## src/rtl/aipbch_regs.svh

```systemverilog
// Constants for the asynchronous phase protection code
`ifndef AIPBCH_REGS_SVH
`define AIPBCH_REGS_SVH
`define AIPBCH_CW_W        21
`define AIPBCH_INFO_W      15
`define AIPBCH_CHK_W       6
`define AIPBCH_SEQ_LO      13
`define AIPBCH_SEQ_HI      14
`define AIPBCH_CHK_LO      15
`define AIPBCH_LANE_CHK    10
`define AIPBCH_EN_VALID    1
`define AIPBCH_DIS_FAIL    4
`define AIPBCH_SEQ_ZERO    2'h0
`define AIPBCH_SEQ_ONE     2'h1
`define AIPBCH_RSVD_ZERO   3'h0
`define AIPBCH_MASK_C0     15'h2CEF
`define AIPBCH_MASK_C1     15'h59DE
`define AIPBCH_MASK_C2     15'h1F53
`define AIPBCH_MASK_C3     15'h3EA6
`define AIPBCH_MASK_C4     15'h7D4C
`define AIPBCH_MASK_C5     15'h5677
`endif

```

## src/rtl/aipbch_pkg.sv

```systemverilog
// Types and check bit function for the asynchronous phase protection code
`include "aipbch_regs.svh"
package aipbch_pkg;
    typedef logic [`AIPBCH_INFO_W-1:0] aipbch_info_t;
    typedef logic [`AIPBCH_CHK_W-1:0]  aipbch_chk_t;

    typedef enum logic [1:0] {
        AIPBCH_NEXUS_OFF = 2'b01,
        AIPBCH_NEXUS_ON  = 2'b10
    } aipbch_nexus_t;

    // Parallel check bits from the fifteen information positions
    function automatic aipbch_chk_t aipbch_check(input aipbch_info_t info);
        aipbch_chk_t c;
        c[0] = ^(info & `AIPBCH_MASK_C0);
        c[1] = ^(info & `AIPBCH_MASK_C1);
        c[2] = ^(info & `AIPBCH_MASK_C2);
        c[3] = ^(info & `AIPBCH_MASK_C3);
        c[4] = ^(info & `AIPBCH_MASK_C4);
        c[5] = ^(info & `AIPBCH_MASK_C5);
        return c;
    endfunction

    // Information positions: byte, lines 8 and 9, zeros, sequence id
    function automatic aipbch_info_t aipbch_pack(input logic [7:0] data,
                                                 input logic [1:0] up, input logic [1:0] seq);
        return {seq, `AIPBCH_RSVD_ZERO, up, data};
    endfunction
endpackage

```

## src/rtl/aipbch_link_if.sv

```systemverilog
// Wide bus lanes shared by the two ends
`timescale 1ns/100ps
interface aipbch_link_if;
    logic [15:0] tx_db;
    logic [1:0]  tx_par;
    logic        tx_strobe;
    logic        tx_phase_change;
    logic        tx_retry;
    logic [15:0] rx_db;
    logic [1:0]  rx_par;
    logic        rx_strobe;
    logic        rx_phase_change;
    logic        rx_retry;

    modport dev_end (
        output tx_db, tx_par, tx_strobe, tx_phase_change, tx_retry,
        input  rx_db, rx_par, rx_strobe, rx_phase_change, rx_retry
    );
    modport peer_end (
        input  tx_db, tx_par, tx_strobe, tx_phase_change, tx_retry,
        output rx_db, rx_par, rx_strobe, rx_phase_change, rx_retry
    );
endinterface

```

## src/rtl/aipbch_dev.sv

```systemverilog
// Device end: protection code generation, checking and nexus enables
`timescale 1ns/100ps
`include "aipbch_regs.svh"
module aipbch_dev
    import aipbch_pkg::*;
#(
    parameter int NEXUS_N    = 16,
    parameter int NEXUS_W    = 4,
    parameter int EN_VALID   = `AIPBCH_EN_VALID,
    parameter int DIS_FAIL   = `AIPBCH_DIS_FAIL
)(
    input  wire logic               clk,
    input  wire logic               reset,
    aipbch_link_if.dev_end          link,
    input  wire logic               wide_ok,
    input  wire logic               clear_all,
    input  wire logic               iu_mode,
    input  wire logic [NEXUS_W-1:0] nexus,
    input  wire logic               send_valid,
    input  wire logic [7:0]         send_data,
    input  wire logic               send_phase_change,
    input  wire logic               send_retry,
    output logic                    recv_valid,
    output logic [7:0]              recv_data,
    output logic                    recv_invalid,
    output logic                    code_err,
    output logic [NEXUS_N-1:0]      nexus_enabled
);
    localparam int CNT_W = 4;
    logic [1:0]  tx_seq, next_tx_seq, rx_seq, next_rx_seq;
    logic [15:0] db, next_db;
    logic [1:0]  par, next_par;
    logic        stb, next_stb, pc, next_pc, rt, next_rt;
    logic        next_recv_valid, next_recv_invalid, next_code_err;
    logic [7:0]  next_recv_data;
    aipbch_nexus_t nst [NEXUS_N];
    aipbch_nexus_t next_nst [NEXUS_N];
    logic [CNT_W-1:0] good_cnt, next_good_cnt, bad_cnt, next_bad_cnt;
    aipbch_info_t tinfo, rinfo;
    logic        par_lo_ok, par_hi_ok, upper_quiet, chk_ok, active;

    // ****************
    // Transmit side
    // ****************
    always_comb begin
        next_tx_seq = tx_seq;
        if (send_phase_change || send_retry) begin
            next_tx_seq = `AIPBCH_SEQ_ZERO;
        end
        // Restarted id already covers the word that opens a run
        tinfo = aipbch_pack(send_data, 2'h0, next_tx_seq);
        if (send_valid) begin
            next_tx_seq = next_tx_seq + `AIPBCH_SEQ_ONE;
        end
        next_db  = db;
        next_par = par;
        next_stb = send_valid;
        next_pc  = send_phase_change;
        next_rt  = send_retry;
        if (send_valid) begin
            next_db[7:0]  = send_data;
            next_db[9:8]  = 2'b00;
            next_db[15:10] = wide_ok ? aipbch_check(tinfo) : 6'h00;
            next_par = {~^next_db[15:8], ~^send_data};
        end
    end

    // ****************
    // Receive side and nexus enables
    // ****************
    always_comb begin
        next_rx_seq = (link.rx_phase_change || link.rx_retry) ? `AIPBCH_SEQ_ZERO : rx_seq;
        // Expected id of this word, restarted when it opens a run
        rinfo = aipbch_pack(link.rx_db[7:0], 2'h0, next_rx_seq);
        par_lo_ok = ^{link.rx_par[0], link.rx_db[7:0]};
        par_hi_ok = ^{link.rx_par[1], link.rx_db[15:8]};
        upper_quiet = (link.rx_db[15:8] == 8'h00) && !link.rx_par[1];
        chk_ok = (aipbch_check(rinfo) == link.rx_db[15:10]) && par_hi_ok;
        active = link.rx_strobe && wide_ok && !iu_mode;
        next_recv_valid = link.rx_strobe;
        next_recv_data = recv_data;
        next_recv_invalid = 1'b0;
        next_code_err = 1'b0;
        next_good_cnt = good_cnt;
        next_bad_cnt = bad_cnt;
        for (int i = 0; i < NEXUS_N; i++) begin
            next_nst[i] = nst[i];
        end
        if (link.rx_strobe) begin
            next_rx_seq = next_rx_seq + `AIPBCH_SEQ_ONE;
            next_recv_data = link.rx_db[7:0];
            next_recv_invalid = !par_lo_ok;
        end
        if (active && par_lo_ok) begin
            if (nst[nexus] == AIPBCH_NEXUS_ON) begin
                if (!chk_ok) begin
                    next_code_err = 1'b1;
                    next_recv_invalid = 1'b1;
                end
                if (chk_ok) begin
                    next_bad_cnt = '0;
                end else if (upper_quiet || bad_cnt + 1'b1 >= CNT_W'(DIS_FAIL)) begin
                    next_nst[nexus] = AIPBCH_NEXUS_OFF;
                    next_bad_cnt = '0;
                end else begin
                    next_bad_cnt = bad_cnt + 1'b1;
                end
            end else begin
                if (!chk_ok) begin
                    next_good_cnt = '0;
                end else if (good_cnt + 1'b1 >= CNT_W'(EN_VALID)) begin
                    next_nst[nexus] = AIPBCH_NEXUS_ON;
                    next_good_cnt = '0;
                end else begin
                    next_good_cnt = good_cnt + 1'b1;
                end
            end
        end
        if (clear_all) begin
            for (int i = 0; i < NEXUS_N; i++) begin
                next_nst[i] = AIPBCH_NEXUS_OFF;
            end
            next_good_cnt = '0;
            next_bad_cnt = '0;
        end
    end

    // ****************
    // State registers
    // ****************
    always_ff @(posedge clk) begin
        if (reset) begin
            tx_seq <= '0;
            rx_seq <= '0;
            db <= '0;
            par <= '0;
            stb <= 1'b0;
            pc <= 1'b0;
            rt <= 1'b0;
            recv_valid <= 1'b0;
            recv_data <= '0;
            recv_invalid <= 1'b0;
            code_err <= 1'b0;
            good_cnt <= '0;
            bad_cnt <= '0;
            for (int i = 0; i < NEXUS_N; i++) begin
                nst[i] <= AIPBCH_NEXUS_OFF;
            end
        end else begin
            tx_seq <= next_tx_seq;
            rx_seq <= next_rx_seq;
            db <= next_db;
            par <= next_par;
            stb <= next_stb;
            pc <= next_pc;
            rt <= next_rt;
            recv_valid <= next_recv_valid;
            recv_data <= next_recv_data;
            recv_invalid <= next_recv_invalid;
            code_err <= next_code_err;
            good_cnt <= next_good_cnt;
            bad_cnt <= next_bad_cnt;
            for (int i = 0; i < NEXUS_N; i++) begin
                nst[i] <= next_nst[i];
            end
        end
    end

    // ****************
    // Nexus enable flags
    // ****************
    generate
        for (genvar g = 0; g < NEXUS_N; g++) begin : g_en
            assign nexus_enabled[g] = (nst[g] == AIPBCH_NEXUS_ON);
        end
    endgenerate

    // ****************
    // Lane outputs
    // ****************
    assign link.tx_db = db;
    assign link.tx_par = par;
    assign link.tx_strobe = stb;
    assign link.tx_phase_change = pc;
    assign link.tx_retry = rt;
endmodule

```

## src/flat_wrapper.sv

```systemverilog
// flat-port wrapper written by rule: the top's interface ports become plain ports
module aipbch_dev_flat import aipbch_pkg::*;
#(
    parameter int NEXUS_N    = 16,
    parameter int NEXUS_W    = 4,
    parameter int EN_VALID   = `AIPBCH_EN_VALID,
    parameter int DIS_FAIL   = `AIPBCH_DIS_FAIL
)
  (clk, reset, wide_ok, clear_all, iu_mode, nexus, send_valid, send_data, send_phase_change, send_retry, recv_valid, recv_data, recv_invalid, code_err, nexus_enabled, link_tx_db, link_tx_par, link_tx_strobe, link_tx_phase_change, link_tx_retry, link_rx_db, link_rx_par, link_rx_strobe, link_rx_phase_change, link_rx_retry);
  aipbch_link_if link_i ();
  input  wire logic clk;
  input  wire logic reset;
  input  wire logic wide_ok;
  input  wire logic clear_all;
  input  wire logic iu_mode;
  input  wire logic [NEXUS_W-1:0] nexus;
  input  wire logic send_valid;
  input  wire logic [7:0] send_data;
  input  wire logic send_phase_change;
  input  wire logic send_retry;
  output logic recv_valid;
  output logic [7:0] recv_data;
  output logic recv_invalid;
  output logic code_err;
  output logic [NEXUS_N-1:0] nexus_enabled;
  output wire logic [$bits(link_i.tx_db)-1:0] link_tx_db;
  output wire logic [$bits(link_i.tx_par)-1:0] link_tx_par;
  output wire logic [$bits(link_i.tx_strobe)-1:0] link_tx_strobe;
  output wire logic [$bits(link_i.tx_phase_change)-1:0] link_tx_phase_change;
  output wire logic [$bits(link_i.tx_retry)-1:0] link_tx_retry;
  input wire logic [$bits(link_i.rx_db)-1:0] link_rx_db;
  input wire logic [$bits(link_i.rx_par)-1:0] link_rx_par;
  input wire logic [$bits(link_i.rx_strobe)-1:0] link_rx_strobe;
  input wire logic [$bits(link_i.rx_phase_change)-1:0] link_rx_phase_change;
  input wire logic [$bits(link_i.rx_retry)-1:0] link_rx_retry;
  assign link_tx_db = link_i.tx_db;
  assign link_tx_par = link_i.tx_par;
  assign link_tx_strobe = link_i.tx_strobe;
  assign link_tx_phase_change = link_i.tx_phase_change;
  assign link_tx_retry = link_i.tx_retry;
  assign link_i.rx_db = link_rx_db;
  assign link_i.rx_par = link_rx_par;
  assign link_i.rx_strobe = link_rx_strobe;
  assign link_i.rx_phase_change = link_rx_phase_change;
  assign link_i.rx_retry = link_rx_retry;
  aipbch_dev #(.NEXUS_N(NEXUS_N), .NEXUS_W(NEXUS_W), .EN_VALID(EN_VALID), .DIS_FAIL(DIS_FAIL)) u_core (.clk(clk), .reset(reset), .link(link_i), .wide_ok(wide_ok), .clear_all(clear_all), .iu_mode(iu_mode), .nexus(nexus), .send_valid(send_valid), .send_data(send_data), .send_phase_change(send_phase_change), .send_retry(send_retry), .recv_valid(recv_valid), .recv_data(recv_data), .recv_invalid(recv_invalid), .code_err(code_err), .nexus_enabled(nexus_enabled));
endmodule
```

## config.mk

```make
export PLATFORM = sky130hd
export DESIGN_NAME = aipbch_dev_flat
export DESIGN_NICKNAME = d
export VERILOG_FILES = /design/src/rtl/aipbch_pkg.sv /design/src/rtl/aipbch_link_if.sv /design/src/rtl/aipbch_dev.sv /design/src/flat_wrapper.sv
export VERILOG_INCLUDE_DIRS = /design/src /design/src/rtl
export SDC_FILE = /design/constraint.sdc
export NUM_CORES = 1
export LEC_CHECK = 0
export BUFFER_PORTS_ARGS = -buffer_cell sky130_fd_sc_hd__buf_2
export CORE_MARGIN = 3
export CORE_UTILIZATION = 59
export CTS_BUF_LIST = sky130_fd_sc_hd__clkbuf_16
export CTS_CLUSTER_SIZE = 24
export DETAILED_ROUTE_END_ITERATION = 10
export GPL_ROUTABILITY_DRIVEN = 0
export PLACE_DENSITY_LB_ADDON = 0.1
export REMOVE_ABC_BUFFERS = 1
export SLEW_MARGIN = 20
export SYNTH_ARGS = -nofsm -noshare
export SYNTH_HDL_FRONTEND = slang
export SYNTH_SLANG_ARGS = --single-unit
```

## constraint.sdc

```tcl
create_clock -name clk -period 7.1 [get_ports clk]
set_input_delay 0.355 -clock clk [delete_from_list [all_inputs] [get_ports clk]]
set_output_delay 0.355 -clock clk [all_outputs]
set_load 0.005 [all_outputs]
```

==> impl_metrics.yaml <==
placed_design:
  dp.cells: 599
  portBuffers: 86
  hpwlAfterDp_mm: 7.02
cts:
  root_buffer: "clkbuf_16"
  ctsResizeCount: 0
  cts_tree: "done"
  worstSkewPairLatency_ns: 0.33
  post_cts_buffers: 0
  clkSlewWorstSetupHoldPaths_ns: 0.06
  htreeDepth: 3
  cts_hold_buf: 0
  clock_sinks: 74
  clock_path_buffers: 2
  cts_buffers: 9
drt:
  final_antenna_net_count: 0
  vias_per_cell: 5.70
  remaining_drc_errors: 0
  routed_wl_mm: 9.78
  detail_route.wl_per_cell_um: 15.9
  vias: 3507
  first_pass_iters: 5
  first_iter_violations: 228
grt:
  grt_pass1_wl_mm: 15.3
  first_global_vias: 3300
  grt.overflow.total: 0
  antenna_found_initial: 0
  grt_max_degree: 37
  groute.usage.overall_pct: 25.2
floorplanning:
  dieHeight_um: 88.6
  coreArea_um2: 6490
  rows: 29
  io_pins: 89
  start_util_pct: 62.0
  chipWidth_um: 88.6
  die_area_um2: 7860
finish:
  area_delta_synth_final_pct: 19.4
  regArea_um2: 1480
  fillers: 482
  final_layout_size_suffix_gt1_share_pct: 22.5
  final_nets: 581
  final_cells: 615
  antenna_cells: 0
  multi_input_area_um2: 2350
sta:
  whs_ns: 0.223
  period_share_pct: 38.3
  slew_headroom_pct: 31.0
  skew_ns: 0.00598
  hold_violations: 0
  max_freq_mhz: 367
  period_needed_ns: 2.72
  finalSetupViolCount: 0
  rsz0062_at_grt: "no"
  tns_ns: 0
  tightestPinTransition_ns: 1.03
  slew_viol_final: 0
logic_synthesis:
  syn_area_per_cell_um2: 8.82
  synth_edf_count: 0
  synth_seq_cells: 74
  yosysSeqAreaShare_pct: 36.8
  synthTopCellsByCount: "dfxtp_1 (74), nor2_1 (50), xnor2_1 (33)"
  syn_inst: 457
  yosys_warnings: 0
  synth_area_leader_cell: "dfxtp_1"
  synth_area_leaders: "dfxtp_1 (37%), xnor2_1 (7.2%), nor2_1 (4.7%)"
  yosysUniqueCellTypes: 53
  synth.most_common_cell: "dfxtp_1"
  synth_top_area_share_pct: 36.8
  async_flop_share_pct: 0
  ys.flop_type: "dfxtp_1"
  syn_area_um2: 4030
worst_setup_path:
  critical_path_peak_fanout: 8
  worstSetupPathType: "register to register"
  critPathCaptureType: "register"
  critPathLaunchType: "register"
  crit_required_ns: 7.37
  crit_arrival_ns: 2.99
flow_run:
  drv_cap: 0
min_path:
  hp-class: "input port to register"
power:
  p_leak_nw: 2.20
  power_density_nw_per_um2: 234
  vdd_drop_max_mv: 0.152
status:
  outcome: "finished clean"
-- layout make-up --
class / count / share of cell area, %
Clock buffer: 9 / 4.68
Clock inverter: 7 / 2.42
Inverter: 27 / 2.11
Multi-Input combinational cell: 334 / 48.9
Timing Repair Buffer: 87 / 9.10
Tap cell: 77 / 2.00
Sequential cell: 74 / 30.8
-- stage by stage --
stage	total power [mW]	worst slack (ns)	utilization [%]	cell area [um2]
3_3_place_gp	0.610	4.31	68.8	4470
4_1_cts	1.13	4.40	74.1	4810
2_1_floorplan	0.555	4.31	-	3940
3_5_place_dp	0.614	4.27	68.8	4470
6_report	1.13	4.38	74.1	4810
5_1_grt	1.17	4.17	74.1	4810
-- routing by layer --
metal  track usage (%)  part of all wire [%]  vias up
li1                  -                     -     1720
met1              30.2                    42     1614
met2              43.0                    49      150
met3              7.45                   7.1       23
met4              9.07                   2.0        0
met5                 0                     0        -
-- placed cells by master, fill, tap and decap left out, types with 12 or more instances in the layout --
cell	n
nor2b_1	24
mux2i_1	17
a21oi_1	27
inv_1	28
o21ai_0	25
xnor2_1	33
a221oi_1	13
nand2b_1	12
nand2_1	20
dfxtp_1	74
xor2_1	18
buf_2	86
o21a_1	13
nor2_1	50
-- worst max-delay path, stage by stage, from the launching register on --
cell and delay (ns):
dfxtp_1 0.36, nor3b_1 0.48, xnor2_1 0.21, nor2_1 0.08, mux4_2 0.55, a211o_2 0.41
a21oi_2 0.38, o211a_1 0.20
-- logic make-up (layout without fill, tap and decap cells) --
kind of cell               after synthesis  count (layout)  synth area share, %
muxes                                   23              23                 7.58
buffers and inverters                   50             130                 4.94
other                                    1               2               0.0931
and+or+nand+nor                        144             144                 17.9
AOI/OAI and AO/OA                      102             102                 17.1
adders and majority gates                7               7                 2.17
DFF                                     74              74                 36.8
xor gates and xnor gates                56              56                 13.4
-- power by group --
| group | leakage (nW) | switching, mW | internal [mW] |
|---|---|---|---|
| logic | 1.42 | 0.0969 | 0.0776 |
| clock network | 0.172 | 0.176 | 0.344 |
| registers | 0.603 | 0.00561 | 0.428 |
-- worst paths after layout --
check,depth (start not counted),startpoint,end,slack (ns)
worst min-delay path,2,send_retry,u_core.tx_seq[1],0.22
worst min register to register,2,u_core.link.tx_db[14],u_core.link.tx_db[14],0.47
worst max-delay path,7,u_core.rx_seq[0],register,4.38
worst max register to register,7,u_core.rx_seq[0],register,4.38
No activity file was read; power rests on OpenSTA's default activity.
